## src/pwmp_pkg.sv

```systemverilog
package pwmp_pkg;
    // bus geometry
    localparam int ADDR_W = 12;
    localparam int DATA_W = 32;
    // register offsets (byte addresses)
    localparam logic [ADDR_W-1:0] REG_CTRL_OFS  = 12'h000;
    localparam logic [ADDR_W-1:0] REG_PRESC_OFS = 12'h004;
    localparam logic [ADDR_W-1:0] REG_DUTY_OFS  = 12'h008;
    localparam logic [ADDR_W-1:0] REG_STAT_OFS  = 12'h00c;
    // control field positions
    localparam int CTRL_EN_BIT  = 0;
    localparam int CTRL_CSS_BIT = 1;
    localparam int CTRL_PIN_BIT = 2;
    // status field positions
    localparam int STAT_RUN_BIT  = 0;
    localparam int STAT_LEAD_BIT = 1;
    localparam int STAT_LVL_BIT  = 2;
    // value widths and constants
    localparam int VAL_W  = 8;
    localparam int LEAD_W = 9;
    localparam logic [VAL_W-1:0]  VAL_ZERO   = 8'h00;
    localparam logic [VAL_W-1:0]  VAL_ONE    = 8'h01;
    localparam logic [VAL_W-1:0]  STEP_LAST  = 8'hfe;
    localparam logic [VAL_W-1:0]  DUTY_FULL  = 8'hff;
    localparam logic [VAL_W-1:0]  PRESC_RST  = 8'h00;
    localparam logic [VAL_W-1:0]  DUTY_RST   = 8'h00;
    localparam logic [LEAD_W-1:0] LEAD_ONE   = 9'h001;
    localparam logic [LEAD_W-1:0] LEAD_TWO   = 9'h002;
    localparam logic [LEAD_W-1:0] LEAD_ZERO  = 9'h000;
    localparam logic [DATA_W-1:0] DATA_ZERO  = 32'h0000_0000;
    // operating phases
    typedef enum logic [1:0] {
        ST_IDLE = 2'b00,
        ST_LEAD = 2'b01,
        ST_RUN  = 2'b10
    } pwmp_state_type;
endpackage

```

## src/pwmp_core_if.sv

```systemverilog
`timescale 1ns/1ps
`default_nettype none
// links the control logic to the two counter stages
interface pwmp_core_if;
    import pwmp_pkg::*;
    logic             run;        // counters active
    logic             src_sel;    // 1: full clock, 0: half clock
    logic [VAL_W-1:0] presc;      // active prescaler value
    logic [VAL_W-1:0] duty;       // active duty value
    logic             step_tick;  // one step of the 255-step period
    logic             level;      // raw compare result
    logic             period_end; // last step of a period done
    modport presc_mp (input run, input src_sel, input presc, output step_tick);
    modport wave_mp (input run, input duty, input step_tick, output level, output period_end);
endinterface
`default_nettype wire

```

## src/pwmp_prescaler.sv

```systemverilog
`timescale 1ns/1ps
`default_nettype none
module pwmp_prescaler (
    input wire logic        clk_sys,
    input wire logic        rst_n,
    pwmp_core_if.presc_mp   core
);
    import pwmp_pkg::*;

    logic [VAL_W-1:0] cnt_ff;  // counts source ticks 0..n
    logic             half_ff; // halves the clock

    // full rate when selected, else every second clock
    wire src_tick = core.src_sel | half_ff;
    wire cnt_end  = (cnt_ff == core.presc);
    // one step every n+1 source ticks
    assign core.step_tick = core.run & src_tick & cnt_end;

    // counters start from zero each time running begins
    always_ff @(posedge clk_sys or negedge rst_n) begin
        if (!rst_n) begin
            cnt_ff  <= VAL_ZERO;
            half_ff <= 1'b0;
        end else if (!core.run) begin
            cnt_ff  <= VAL_ZERO;
            half_ff <= 1'b0;
        end else begin
            half_ff <= ~half_ff;
            if (src_tick) begin
                cnt_ff <= cnt_end ? VAL_ZERO : cnt_ff + VAL_ONE;
            end
        end
    end

    a_step_spacing: assert property (@(posedge clk_sys) disable iff (!rst_n)
        core.step_tick && core.presc != VAL_ZERO |=> !core.step_tick || !$stable(core.presc))
        else $error("prescaler step ticks too close");
    a_half_rate: assert property (@(posedge clk_sys) disable iff (!rst_n)
        core.run && !core.src_sel && half_ff |=> !half_ff)
        else $error("half rate source ticked twice");
endmodule
`default_nettype wire

```

## src/pwmp_wave.sv

```systemverilog
`timescale 1ns/1ps
`default_nettype none
module pwmp_wave (
    input wire logic        clk_sys,
    input wire logic        rst_n,
    pwmp_core_if.wave_mp    core
);
    import pwmp_pkg::*;

    logic [VAL_W-1:0] step_ff; // position 0..254 in the period

    // high while position is below duty; duty 0 never high
    assign core.level      = (step_ff < core.duty);
    assign core.period_end = core.step_tick & (step_ff == STEP_LAST);

    // 255 steps per period
    always_ff @(posedge clk_sys or negedge rst_n) begin
        if (!rst_n) begin
            step_ff <= VAL_ZERO;
        end else if (!core.run) begin
            step_ff <= VAL_ZERO;
        end else if (core.step_tick) begin
            step_ff <= core.period_end ? VAL_ZERO : step_ff + VAL_ONE;
        end
    end

    a_period_wrap: assert property (@(posedge clk_sys) disable iff (!rst_n)
        core.run && core.period_end |=> step_ff == VAL_ZERO)
        else $error("period did not wrap after step 254");
    a_full_duty: assert property (@(posedge clk_sys) disable iff (!rst_n)
        core.duty == DUTY_FULL |-> core.level)
        else $error("full duty gave a low step");
endmodule
`default_nettype wire

```

## src/pwmp_top.sv

```systemverilog
// The register addresses and register access over APB are this design's own decisions.
`timescale 1ns/1ps
`default_nettype none
// Summary of operation
// - 8-bit duty; source clock or clock halved
// - control bit 2 picks pin a or b
// - period is 255 times (prescaler+1) source ticks
// - high time is period times duty/255
// - enable write restarts; first pulse starts high
// - new values apply from next period
// - low lead phase before first high pulse
module pwmp_top (
    input  wire logic                       clk_sys,
    input  wire logic                       reset_n,
    input  wire logic                       psel,
    input  wire logic                       penable,
    input  wire logic                       pwrite,
    input  wire logic [pwmp_pkg::ADDR_W-1:0] paddr,
    input  wire logic [pwmp_pkg::DATA_W-1:0] pwdata,
    output var  logic [pwmp_pkg::DATA_W-1:0] prdata,
    output wire logic                       pready,
    output wire logic                       pslverr,
    output wire logic                       pulse_out_pin_a_o,
    output wire logic                       pulse_out_pin_a_oe,
    output wire logic                       pulse_out_pin_b_o,
    output wire logic                       pulse_out_pin_b_oe
);
    import pwmp_pkg::*;

    // reset release synchroniser
    logic [1:0] rst_sync_ff; // two stages
    logic       rst_n;       // synchronised reset

    // asserts at once, releases two edges later
    always_ff @(posedge clk_sys or negedge reset_n) begin
        if (!reset_n) begin
            rst_sync_ff <= 2'b00;
        end else begin
            rst_sync_ff <= {rst_sync_ff[0], 1'b1};
        end
    end
    assign rst_n = rst_sync_ff[1];

    // software visible registers
    logic             en_ff;     // enable bit
    logic             css_ff;    // count source select
    logic             pinsel_ff; // output pin select
    logic [VAL_W-1:0] presc_ff;  // prescaler value as written
    logic [VAL_W-1:0] duty_ff;   // duty value as written

    // values in use by the running waveform
    logic             css_act_ff;
    logic [VAL_W-1:0] presc_act_ff;
    logic [VAL_W-1:0] duty_act_ff;

    // phase control
    pwmp_state_type    state_ff;   // current phase
    pwmp_state_type    nxt_state;  // next phase
    logic [LEAD_W-1:0] lead_cnt_ff; // clocks left in lead phase
    logic              out_level_ff; // registered pin level

    // bus decode
    wire sel_ctrl  = (paddr == REG_CTRL_OFS);
    wire sel_presc = (paddr == REG_PRESC_OFS);
    wire sel_duty  = (paddr == REG_DUTY_OFS);
    wire sel_stat  = (paddr == REG_STAT_OFS);
    wire addr_hit  = sel_ctrl | sel_presc | sel_duty | sel_stat;

    // every access completes in its first access cycle
    wire acc_phase = psel & penable;
    wire rd_setup  = psel & ~penable & ~pwrite;
    wire wr_en     = acc_phase & pwrite & addr_hit;
    wire wr_ctrl   = wr_en & sel_ctrl;
    wire wr_presc  = wr_en & sel_presc;
    wire wr_duty   = wr_en & sel_duty;

    assign pready  = 1'b1;
    // unmapped addresses answer with an error, nothing stored
    assign pslverr = acc_phase & ~addr_hit;

    // a write of 1 to enable restarts even when running
    wire start_wr = wr_ctrl & pwdata[CTRL_EN_BIT];
    wire stop_wr  = wr_ctrl & ~pwdata[CTRL_EN_BIT];

    // count source as it stands after this edge; a start write
    // carries its own select bit, and the copies must not see a stale one
    wire css_new  = wr_ctrl ? pwdata[CTRL_CSS_BIT] : css_ff;

    // phase decode
    wire in_idle = (state_ff == ST_IDLE);
    wire in_lead = (state_ff == ST_LEAD);
    wire in_run  = (state_ff == ST_RUN);

    // status word
    wire [DATA_W-1:0] stat_word = DATA_ZERO
        | (DATA_W'(in_run) << STAT_RUN_BIT)
        | (DATA_W'(in_lead) << STAT_LEAD_BIT)
        | (DATA_W'(out_level_ff) << STAT_LVL_BIT);

    // control word readback
    wire [DATA_W-1:0] ctrl_word = DATA_ZERO
        | (DATA_W'(en_ff) << CTRL_EN_BIT)
        | (DATA_W'(css_ff) << CTRL_CSS_BIT)
        | (DATA_W'(pinsel_ff) << CTRL_PIN_BIT);

    // read mux; unused upper bits read zero
    wire [DATA_W-1:0] rd_mux =
        sel_ctrl  ? ctrl_word :
        sel_presc ? DATA_W'(presc_ff) :
        sel_duty  ? DATA_W'(duty_ff) :
        sel_stat  ? stat_word : DATA_ZERO;

    // read data captured in setup so it comes from a flop
    always_ff @(posedge clk_sys or negedge rst_n) begin
        if (!rst_n) begin
            prdata <= DATA_ZERO;
        end else if (rd_setup) begin
            prdata <= rd_mux;
        end
    end

    // control register; reset leaves the modulator off
    always_ff @(posedge clk_sys or negedge rst_n) begin
        if (!rst_n) begin
            en_ff     <= 1'b0;
            css_ff    <= 1'b0;
            pinsel_ff <= 1'b0;
        end else if (wr_ctrl) begin
            en_ff     <= pwdata[CTRL_EN_BIT];
            css_ff    <= pwdata[CTRL_CSS_BIT];
            pinsel_ff <= pwdata[CTRL_PIN_BIT];
        end
    end

    // value registers; software may write them at any time
    always_ff @(posedge clk_sys or negedge rst_n) begin
        if (!rst_n) begin
            presc_ff <= PRESC_RST;
            duty_ff  <= DUTY_RST;
        end else begin
            if (wr_presc) begin
                presc_ff <= pwdata[VAL_W-1:0];
            end
            if (wr_duty) begin
                duty_ff <= pwdata[VAL_W-1:0];
            end
        end
    end

    // counter stages
    pwmp_core_if core ();

    assign core.run     = in_run;
    assign core.src_sel = css_act_ff;
    assign core.presc   = presc_act_ff;
    assign core.duty    = duty_act_ff;

    pwmp_prescaler u_presc (
        .clk_sys (clk_sys),
        .rst_n   (rst_n),
        .core    (core.presc_mp)
    );

    pwmp_wave u_wave (
        .clk_sys (clk_sys),
        .rst_n   (rst_n),
        .core    (core.wave_mp)
    );

    // active values change at start or only on a period
    // boundary, so a half-done period never mixes settings
    wire load_act = start_wr | (in_run & core.period_end);

    always_ff @(posedge clk_sys or negedge rst_n) begin
        if (!rst_n) begin
            css_act_ff   <= 1'b0;
            presc_act_ff <= PRESC_RST;
            duty_act_ff  <= DUTY_RST;
        end else if (load_act) begin
            css_act_ff   <= css_new;
            presc_act_ff <= presc_ff;
            duty_act_ff  <= duty_ff;
        end
    end

    // lead low length in clocks: n+1 at full rate,
    // (n+1)/2 rounded up at half rate
    wire [LEAD_W-1:0] presc_ext = {1'b0, presc_ff};
    wire [LEAD_W-1:0] lead_full = presc_ext + LEAD_ONE;
    wire [LEAD_W-1:0] lead_half = (presc_ext + LEAD_TWO) >> 1;
    wire [LEAD_W-1:0] lead_target = css_new ? lead_full : lead_half;
    wire              lead_done = in_lead & (lead_cnt_ff == LEAD_ONE);

    // next phase; a stop wins over everything, start restarts
    always_comb begin
        nxt_state = state_ff;
        unique case (state_ff)
            ST_IDLE: begin
                if (start_wr) begin
                    nxt_state = ST_LEAD;
                end
            end
            ST_LEAD: begin
                if (stop_wr) begin
                    nxt_state = ST_IDLE;
                end else if (start_wr) begin
                    nxt_state = ST_LEAD;
                end else if (lead_done) begin
                    nxt_state = ST_RUN;
                end
            end
            ST_RUN: begin
                if (stop_wr) begin
                    nxt_state = ST_IDLE;
                end else if (start_wr) begin
                    nxt_state = ST_LEAD;
                end
            end
            default: begin
                nxt_state = ST_IDLE; // illegal code recovers
            end
        endcase
    end

    always_ff @(posedge clk_sys or negedge rst_n) begin
        if (!rst_n) begin
            state_ff <= ST_IDLE;
        end else begin
            state_ff <= nxt_state;
        end
    end

    // lead counter loaded on every start
    always_ff @(posedge clk_sys or negedge rst_n) begin
        if (!rst_n) begin
            lead_cnt_ff <= LEAD_ZERO;
        end else if (start_wr) begin
            lead_cnt_ff <= lead_target;
        end else if (in_lead) begin
            lead_cnt_ff <= lead_cnt_ff - LEAD_ONE;
        end
    end

    // pin level registered; low in every phase but run.
    // a control write drops it at once, so a restart shows the
    // same low lead as a fresh start and a stop leaves no high
    always_ff @(posedge clk_sys or negedge rst_n) begin
        if (!rst_n) begin
            out_level_ff <= 1'b0;
        end else begin
            out_level_ff <= in_run & ~wr_ctrl & core.level;
        end
    end

    // both pins carry the level; only the chosen one drives.
    // the pin is driven low during the lead phase as well
    assign pulse_out_pin_a_o  = out_level_ff;
    assign pulse_out_pin_b_o  = out_level_ff;
    assign pulse_out_pin_a_oe = en_ff & ~pinsel_ff;
    assign pulse_out_pin_b_oe = en_ff & pinsel_ff;

    a_oe_off_idle: assert property (@(posedge clk_sys) disable iff (!rst_n)
        in_idle |-> !pulse_out_pin_a_oe && !pulse_out_pin_b_oe)
        else $error("pin driven while disabled");

    a_pin_route: assert property (@(posedge clk_sys) disable iff (!rst_n)
        !in_idle |-> (pulse_out_pin_b_oe == pinsel_ff) && (pulse_out_pin_a_oe != pinsel_ff))
        else $error("output routed to wrong pin");

    a_start_lead: assert property (@(posedge clk_sys) disable iff (!rst_n)
        start_wr |=> in_lead ##1 !out_level_ff)
        else $error("enable write did not restart into lead");

    a_lead_low: assert property (@(posedge clk_sys) disable iff (!rst_n)
        in_lead |=> !out_level_ff)
        else $error("pin high during lead phase");

    a_lead_len: assert property (@(posedge clk_sys) disable iff (!rst_n)
        start_wr && css_new |=> lead_cnt_ff == {1'b0, presc_act_ff} + LEAD_ONE)
        else $error("lead length wrong at full rate");

    a_first_high: assert property (@(posedge clk_sys) disable iff (!rst_n)
        $rose(in_run) && duty_act_ff != VAL_ZERO |=> out_level_ff)
        else $error("first pulse did not start high");

    a_duty_zero: assert property (@(posedge clk_sys) disable iff (!rst_n)
        in_run && duty_act_ff == VAL_ZERO |=> !out_level_ff)
        else $error("zero duty produced a high level");

    a_shadow_hold: assert property (@(posedge clk_sys) disable iff (!rst_n)
        in_run && !core.period_end && !start_wr |=> $stable(duty_act_ff) && $stable(presc_act_ff))
        else $error("values changed inside a period");

    a_lead_exit: assert property (@(posedge clk_sys) disable iff (!rst_n)
        lead_done && !wr_ctrl |=> in_run)
        else $error("lead phase overran");
endmodule
`default_nettype wire

```

## config.mk

```make
export PLATFORM = sky130hd
export DESIGN_NAME = pwmp_top
export DESIGN_NICKNAME = d
export VERILOG_FILES = /design/src/pwmp_pkg.sv /design/src/pwmp_core_if.sv /design/src/pwmp_prescaler.sv /design/src/pwmp_wave.sv /design/src/pwmp_top.sv
export SDC_FILE = /design/constraint.sdc
export NUM_CORES = 1
export LEC_CHECK = 0
export BUFFER_PORTS_ARGS = -buffer_cell sky130_fd_sc_hd__buf_2
export CORE_MARGIN = 3
export CORE_UTILIZATION = 50
export CTS_CLUSTER_SIZE = 24
export DETAILED_ROUTE_END_ITERATION = 12
export PLACE_DENSITY = 0.73
export SYNTH_ARGS = -nofsm -noshare
export SYNTH_HDL_FRONTEND = slang
export SYNTH_HIERARCHICAL = 1
export SYNTH_SLANG_ARGS = --single-unit
```

## constraint.sdc

```tcl
create_clock -name clk_sys -period 2.5 [get_ports clk_sys]
set_input_delay 0.125 -clock clk_sys [delete_from_list [all_inputs] [get_ports clk_sys]]
set_output_delay 0.125 -clock clk_sys [all_outputs]
set_load 0.01 [all_outputs]
```

Word-level counts from Yosys, hierarchy flattened
Index checks and enable logic that the tools add are counted.
{"block": "op_classes", "n_mul": 0, "bitwise": 36, "n_addsub": 5, "n_div": 0, "order_cmp": 1, "n_reduce_logical": 3, "shifts": 0, "muxes": 21, "n_eq_ne": 11}
{"op": "2-to-1 mux 8 bit", "count": 9}
{"op": "2-to-1 mux 9 bit", "count": 3}
{"op": "equality test 12 x 4 -> 1 bit, second input constant", "count": 2}
{"op": "bitwise AND 1 bit", "count": 20}
{"op": "adder 8 x 1 -> 8 bit, second input constant", "count": 2}
{"op": "equality test 12 x 3 -> 1 bit, second input constant", "count": 1}
{"op": "zero test 12 bit", "count": 1}
{"op": "2-to-1 mux 2 bit", "count": 5}
{"op": "adder 8 x 1 -> 9 bit, second input constant", "count": 1}
{"op": "adder 8 x 2 -> 9 bit, second input constant", "count": 1}
{"op": "equality test 9 x 1 -> 1 bit, second input constant", "count": 1}
{"op": "subtractor 9 x 1 -> 9 bit, second input constant", "count": 1}
{"op": "equality test 8 bit", "count": 1}
{"op": "equality test 8 bit, second input constant", "count": 1}
{"op": "less-than comparator 8 bit", "count": 1}
{"op": "NOT 1 bit", "count": 7}
{"op": "bitwise OR 2 x 3 -> 3 bit", "count": 2}
{"op": "one-hot mux 2 bit (3 select lines)", "count": 1}
{"op": "bitwise OR 1 bit", "count": 5}
{"op": "!= test 2 x 1 -> 1 bit, second input constant", "count": 2}
{"op": "!= test 4 x 3 -> 1 bit, second input constant", "count": 1}
{"op": "bitwise OR 1 x 2 -> 2 bit", "count": 2}
{"op": "2-to-1 mux 3 bit", "count": 1}
{"op": "equality test 2 x 1 -> 1 bit, second input constant", "count": 1}
{"op": "4 further kinds", "count": 5}
{"block": "totals", "out_inout_bits": 38, "rom_bits": 0, "latchBits": 0, "mem_bits_rw": 0, "inputBits": 49, "n_memories": 0, "regBits": 99}

Logic depth before layout (Yosys ltp)
Gate-level depths: netlist (run 1).
{"block": "depth", "word_depth": 10, "mapped_depth": 10}

By module
Netlist (run 1), hierarchy kept.
{"mod": "pwmp_top", "seq_area_each_um2": 1451.4, "cells_each": 285, "area_per_inst_um2": 3193.1, "instances": 1}
{"mod": "pwmp_wave", "seq_area_each_um2": 200.2, "cells_each": 72, "area_per_inst_um2": 649.4, "instances": 1}
{"mod": "pwmp_prescaler", "seq_area_each_um2": 225.2, "cells_each": 62, "area_per_inst_um2": 579.3, "instances": 1}

Worst setup path before layout (run 1)
OpenSTA, ideal clock, no wires.
{"block": "synth_timing", "kind": "register to register", "from": "register state_ff[0]", "to": "register presc_act_ff[3], in the netlist core.presc[3]", "setup_slack_ns": -0.386, "required_time_ns": 2.372, "setup_time_ns": 0.128, "arrival_time_ns": 2.758, "stages_incl_launch_ff": 10, "synth_period_minus_slack_ns": 2.886, "path_cell_list": "dfrtp_1 nor2b_1 o21ai_0 nor3_1 nand4_1 nor2_1 nand2_1 nand2_4 buf_6 mux2_1"}
{"block": "synth_between", "elab_chain_len": 6}
{"item": "start, declared", "line": "pwmp_top.sv:57", "rtl": "pwmp_state_type state_ff;"}
{"item": "start signal, assigned", "line": "pwmp_top.sv:229", "rtl": "state_ff <= nxt_state;"}
{"item": "equality test 2 bit", "line": "pwmp_top.sv:92", "rtl": "wire in_run = (state_ff == ST_RUN);"}
{"item": "net core.run", "line": "pwmp_core_if.sv:6", "rtl": "logic run;"}
{"item": "bitwise AND 1 bit (2 in a row)", "line": "pwmp_prescaler.sv:17", "rtl": "assign core.step_tick = core.run & src_tick & cnt_end;"}
{"item": "net core.step_tick", "line": "pwmp_core_if.sv:10", "rtl": "logic step_tick;"}
{"item": "bitwise AND 1 bit", "line": "pwmp_wave.sv:14", "rtl": "assign core.period_end = core.step_tick & (step_ff == STEP_LAST);"}
{"item": "net core.period_end", "line": "pwmp_core_if.sv:12", "rtl": "logic period_end;"}
{"item": "bitwise AND 1 bit", "line": "pwmp_top.sv:172", "rtl": "wire load_act = start_wr | (in_run & core.period_end);"}
{"item": "bitwise OR 1 bit", "line": "pwmp_top.sv:172"}
{"item": "end signal, assigned", "line": "pwmp_top.sv:181", "rtl": "presc_act_ff <= presc_ff;"}
{"item": "end, declared", "line": "pwmp_top.sv:53", "rtl": "logic [VAL_W-1:0] presc_act_ff;"}
The timed path passes the listed nets, and every way through them passes these cells.
A chain may end at the register's enable or synchronous reset.

Worst setup path after layout (run 1)
{"block": "layout_timing", "from": "register state_ff[0]", "to": "register duty_act_ff[4], in the netlist core.duty[4]"}
{"block": "layout_between", "elab_chain_len": 6}
{"item": "equality test 2 bit", "line": "pwmp_top.sv:92"}
{"item": "net core.run", "line": "pwmp_core_if.sv:6"}
{"item": "bitwise AND 1 bit (2 in a row)", "line": "pwmp_prescaler.sv:17"}
{"item": "net core.step_tick", "line": "pwmp_core_if.sv:10"}
{"item": "bitwise AND 1 bit", "line": "pwmp_wave.sv:14"}
{"item": "net core.period_end", "line": "pwmp_core_if.sv:12"}
{"item": "bitwise AND 1 bit", "line": "pwmp_top.sv:172"}
{"item": "bitwise OR 1 bit", "line": "pwmp_top.sv:172"}
{"item": "end signal, assigned", "line": "pwmp_top.sv:182", "rtl": "duty_act_ff <= duty_ff;"}
{"item": "end, declared", "line": "pwmp_top.sv:54", "rtl": "logic [VAL_W-1:0] duty_act_ff;"}
The timed path passes the listed nets, and every way through them passes these cells.

==> impl_metrics.toml, run 1 <==
[status]
outcome = "complete, no violations"

[routing]
antenna_left = 0
dr.first_iter.drc_count = 143
wl_per_cell_um = 15.9
drc_errors = 0
vias = 3186
first_pass_iters = 4
wirelength_mm = 9.11
viasPerCell = 5.55

[sta]
hold_viol = 0
tightest_slew_ns = 0.889
holdWs_ns = 0.0327
fin_setup_tns_ns = 0
drv_slew = 0
period_minus_slack_ns = 2.26
setup_viol = 0
timing.final.crit_share_pct = 90.6
rsz0062_at_grt = "no"
max_freq_mhz = 442
finClkSkew_ns = 0.0186
relSlewSlack_pct = 40.8
setup_slack_ns = 0.236

[cts]
cts_tree = "yes"
cts-root-buf = "clkbuf_8"
post-cts-setup-buffer-count = 0
cts_buffers = 9
clock_latency_ns = 0.35
cts_resized = 0
clkSinkCount = 75
htreeDepth = 3
holdBufCountCts = 1
clkSlewWorstSetupHoldPaths_ns = 0.08
cts_max_path_buffers = 2

[pwr]
cellPowerDensity_nw_per_um2 = 612
total_power_mw = 2.99
peakVddDrop_mv = 0.313
leakage_nw = 2.34

[synth]
synthTopCellsByArea = "dfrtp_1 42%, mux2_2 6.6%, buf_4 4.6%"
synth_top_cell_area_share_pct = 42.4
yosysUniqueCellTypes = 61
yosysSeqAreaShare_pct = 42.4
yosysWarnings = 6
synth_ff_type = "dfrtp_1"
yosysTopAreaCell = "dfrtp_1"
synth.avg_cell_area_um2 = 10.6
synth_seq_cells = 75
synth_edf_count = 0
async_flop_share_pct = 100
synthCells = 419
synth_area_um2 = 4420

[placement]
gp_congestion = 0.812
post-place-ws_ns = 0.225
port_buffers = 37
dp.cells = 557
dpl.hpwl_mm = 6.79
placedInstanceArea_um2 = 4660

[setup_path]
r2r_end = "core.duty[4]"
worst_setup_path_start_kind = "flip-flop"
reg2reg_depth = 8
crit_path_end_kind = "flip-flop"
critPathMaxFanout = 18
cp.buffers_inverters = 0
criticalPathCategory = "flip-flop to flip-flop"
slowest_delay_ns = 0.46
r2r-start = "state_ff[0]"
cp.arrival_ns = 2.49
path_cells = "nor2b_4, o21ai_0, nor3_2, nand4_1, nor2_1, nand2_1, nand2_4, mux2_2"
cp_slowest_cell = "dfrtp_1"
cp_top_family = "simple AND/OR/NAND/NOR gates"
reg2reg_slack_ns = 0.24
required_ns = 2.73

[floorplan]
die_y_um = 100
ios = 87
die_w_um = 100
start_util_pct = 52.8
die-area_um2 = 10000
rows = 33
core-area_um2 = 8380

[final_layout]
diodes = 0
area_delta_synth_final_pct = 10.7
drive_gt1_share_pct = 24.9
finalInstanceArea_um2 = 4890
layout.cells.non_filler = 574
fin_util_pct = 58.4
fin_nets = 527

[global_route]
grt-ovfl-total = 0
antenna_found_initial = 0
grt_pass1_wl_mm = 15.1
grt_max_degree = 43
grt_pass1_vias = 3025
grt_usage_pct = 19.0

[run]
maxCapViolations = 0

[hold_path]
hold_depth = 2
worst_hold_path.endpoint = "presc_ff[3]"
min_from = "pwdata[3]"
hold_class = "primary input to flip-flop"
[cells in the final DEF, fill, tap and decap left out, drive strengths merged, types with 2 or more instances in the layout]
master and n:
dfrtp 75, buf 47, nand2 37, mux2 35, conb 26, nor2 23
o21ai 23, inv 22, xnor2 16, nand3 16, ha 14, xor2 13
a21oi 12, clkbuf 12, nand4 12, and3 9, a31oi 6, nor2b 6
nor3 6, nor4 6, o211ai 5, a222oi 5, mux2i 5, nor3b 4
or4 3, a211oi 3, nand2b 3, bufinv 2, o21a 2, or3 2
and2 2
[how the worst max path moves through the flow]
stage | cells past startpoint | from | endpoint | slack (ns)
global route | 8 | u_presc/cnt_ff[2] | core.duty[4] | 0.08
floorplan | 9 | state_ff[0] | core.presc[3] | 0.07
detailed placement | 8 | u_presc/cnt_ff[2] | core.duty[2] | 0.23
CTS | 8 | u_presc/cnt_ff[2] | core.duty[4] | 0.22
finish | 8 | state_ff[0] | core.duty[4] | 0.24
global placement | 8 | u_presc/cnt_ff[2] | core.duty[3] | 0.25
[synthesized netlist by cell type (2+ instances only)]
cell,count
o211ai_1,5
nor2_1,23
a21oi_1,12
o21ai_0,20
a31oi_1,6
a222oi_1,5
nor3b_1,3
buf_1,2
nand3_2,2
or4_1,3
buf_6,2
nor2b_1,6
clkbuf_1,5
o21ai_2,2
buf_4,27
and3_1,9
nand2b_1,2
nor4_4,3
inv_1,22
conb_1,2
nand4_1,6
or3_1,2
o21a_1,2
nand4_2,3
ha_1,14
mux2_1,8
nor4_1,3
mux2i_1,4
nand3_1,13
nand2_1,36
nor3_1,6
a211oi_1,3
mux2_2,26
xnor2_1,16
nand4_4,3
buf_2,2
dfrtp_1,75
xor2_1,13
[per-layer routing]
layer	up-vias	part of all wire (%)	track usage, %
li1	1527	-	-
met1	1546	44	25.6
met2	94	48	31.0
met3	19	6.1	4.45
met4	0	1.6	5.18
met5	-	0	0
[report_power, final]
part           switching [mW]  internal [mW]  leakage, nW
Combinational           0.290          0.249         1.24
Clock                   0.432          0.615        0.113
Sequential              0.121           1.29        0.990
[cell type report]
| type | count | area, um2 |
|---|---|---|
| Clock buffer | 12 | 155 |
| Clock inverter | 4 | 72.6 |
| Fill cell | 729 | 3490 |
| Inverter | 22 | 82.6 |
| Multi-Input combinational cell | 308 | 2300 |
| Sequential cell | 75 | 1880 |
| Tap cell | 105 | 131 |
| Timing Repair Buffer | 48 | 270 |
[logic make-up after synthesis]
group	count (synthesis)	synth area share (%)
XOR/XNOR	29	5.74
adder cells (fa/ha/maj)	14	3.96
flip-flops	75	42.4
multiplexers	41	10.9
other	2	0.170
buffers and inverters	60	7.78
AND/OR/NAND/NOR	135	19.3
AO/OA/AOI/OAI	63	9.71
[state kept, by name (all words and copies together), names as in the netlist, 2 cells and up]
register        count
state_ff            2
rst_sync_ff         2
lead_cnt_ff         9
duty_ff             8
u_presc/cnt_ff      8
core.presc          8
core.duty           8
presc_ff            8
prdata              8
u_wave/step_ff      8
Note: power is estimated with default switching activity, not from simulation.
==> run 2, diff against run 1 <==
==> constraint.sdc (replaced) <==
create_clock -name clk_sys -period 2.5 [get_ports clk_sys]
set_input_delay 0.375 -clock clk_sys [delete_from_list [all_inputs] [get_ports clk_sys]]
set_output_delay 0.375 -clock clk_sys [all_outputs]
set_load 0.01 [all_outputs]
==> run 2 against run 1 <==
- core utilization decreased by 0.33 points
- non-clock buffer count increased by 1
- worst setup slack got worse by 0.031 ns
- global-route usage increased by 0.35 points
- design area decreased by 0.56%
- first-iteration DRC count increased by 2.8%
- flip-flop and latch count unchanged
- power decreased by 3.9%
- clock skew decreased by 0.0050 ns
- via count increased by 0.19%
- combinational power increased by 2%
==> impl_metrics.toml, run 2 (same netlist as run 1, synthesis figures left out) <==
[global_route]
grt_max_degree = 43
grt_pass1_wl_mm = 15.4
grt-ovfl-total = 0
antenna_found_initial = 0
grt.met2_usage_pct = 30.1
met3_usage_pct = 5.21
grt_pass1_vias = 3126
grt_usage_pct = 19.4
top_usage_layer = "met2"
use_met1_pct = 26.1

[sta]
fin_setup_tns_ns = 0
max_freq_mhz = 436
tightest_slew_ns = 0.892
timing.final.crit_share_pct = 91.8
relSlewSlack_pct = 40.5
finClkSkew_ns = 0.0136
hold_viol = 0
period_minus_slack_ns = 2.30
rsz0062_at_grt = "no"
setup_viol = 0
drv_slew = 0

[final_layout]
finalInstanceArea_um2 = 4870
layout_commonest_cell = "dfrtp_1"
fin_nets = 528
fin_util_pct = 58.1
largest_reg_flops = 9
final_cell_mix = "74 x dfrtp_1, 37 x buf_2, 36 x nand2_1"
layout.cells.non_filler = 574
num-fill-cells = 744
largest_register = "lead_cnt_ff"
drive_gt1_share_pct = 24.9
diodes = 0
area_delta_synth_final_pct = 10.0

[cts]
cts_buffers = 9
holdBufCountCts = 1
clkSlewWorstSetupHoldPaths_ns = 0.08
post-cts-setup-buffer-count = 0
cts_tree = "yes"
clock_latency_ns = 0.35
htreeDepth = 3
cts_resized = 0
clkSinkCount = 75
cts_max_path_buffers = 2
cts-root-buf = "clkbuf_8"

[floorplan]
core-area_um2 = 8380
die_y_um = 100
die_w_um = 100
start_util_pct = 52.8
die-area_um2 = 10000
rows = 33
ios = 87

[setup_path]
critPathMaxFanout = 18
required_ns = 2.73
criticalPathCategory = "flip-flop to flip-flop"
path_cells = "nor2b_4, o21ai_0, nor3_2, nand4_1, nor2_1, nand2_1, nand2_4, mux2_2"
slowest_delay_ns = 0.46
cp_slowest_cell = "dfrtp_1"
worst_setup_path_start_kind = "flip-flop"
cp_top_family = "simple AND/OR/NAND/NOR gates"
crit_path_end_kind = "flip-flop"
cp.buffers_inverters = 0
cp.arrival_ns = 2.52

[status]
outcome = "complete, no violations"

[pwr]
total_power_mw = 2.88
cellPowerDensity_nw_per_um2 = 591
peakVddDrop_mv = 0.276
leakage_nw = 2.33

[routing]
viasPerCell = 5.56
dr.first_iter.drc_count = 147
drc_errors = 0
wirelength_mm = 9.11
antenna_left = 0
wl_per_cell_um = 15.9
first_pass_iters = 5
vias = 3192

[placement]
dpl.hpwl_mm = 6.88
placedInstanceArea_um2 = 4660
gp_congestion = 0.843
dp.cells = 558
port_buffers = 37

[run]
maxCapViolations = 0

[hold_path]
hold_class = "primary input to flip-flop"
-- run 2: path summary, 6_finish.rpt --
check                                     from                 to  slack [ns]  cells after the start
min in group asynchronous              reset_n     rst_sync_ff[1]        0.34                      2
worst max-delay path               state_ff[0]       core.duty[5]        0.20                      8
max in group asynchronous       rst_sync_ff[1]  u_presc/cnt_ff[2]        1.37                      1
worst max register to register     state_ff[0]       core.duty[5]        0.20                      8
worst min register to register  rst_sync_ff[0]     rst_sync_ff[1]        0.35                      0
worst min-delay path                 pwdata[5]         duty_ff[5]        0.29                      2
-- run 2: worst reg2reg max path, stage by stage, from the launching register on --
cell and delay (ns):
dfrtp_1 0.46, nor2b_4 0.17, o21ai_0 0.17, nor3_2 0.32
nand4_1 0.15, nor2_1 0.18, nand2_1 0.12, nand2_4 0.24
mux2_2 0.37
-- run 2: power by group --
group          internal [mW]  switching (mW)  total [mW]  leakage [nW]
registers               1.29           0.122        1.41         0.990
clock network          0.483           0.433       0.916        0.0954
logic                  0.252           0.301       0.553          1.25
-- run 2: area by class of cell --
class / instances / area, um2 / share of cell area [%]
Clock inverter: 4 / 51.3 / 1.05
Multi-Input combinational cell: 308 / 2300 / 47.3
Tap cell: 105 / 131 / 2.70
Timing Repair Buffer: 49 / 278 / 5.71
Sequential cell: 75 / 1880 / 38.6
Clock buffer: 11 / 141 / 2.91
Inverter: 22 / 82.6 / 1.70
-- run 2: stage by stage --
stage,setup slack (ns),hold slack [ns]
6_report,0.205,0.287
3_5_place_dp,0.225,0.165
3_3_place_gp,0.238,0.162
4_1_cts,0.203,0.274
5_1_grt,0.0558,0.269
2_1_floorplan,0.0662,0.0794
-- run 2: per-layer routing --
layer	vias up	wire [um]
li1	1529	-
met1	1561	4060
met2	91	4410
met3	11	526
met4	0	113
met5	-	0
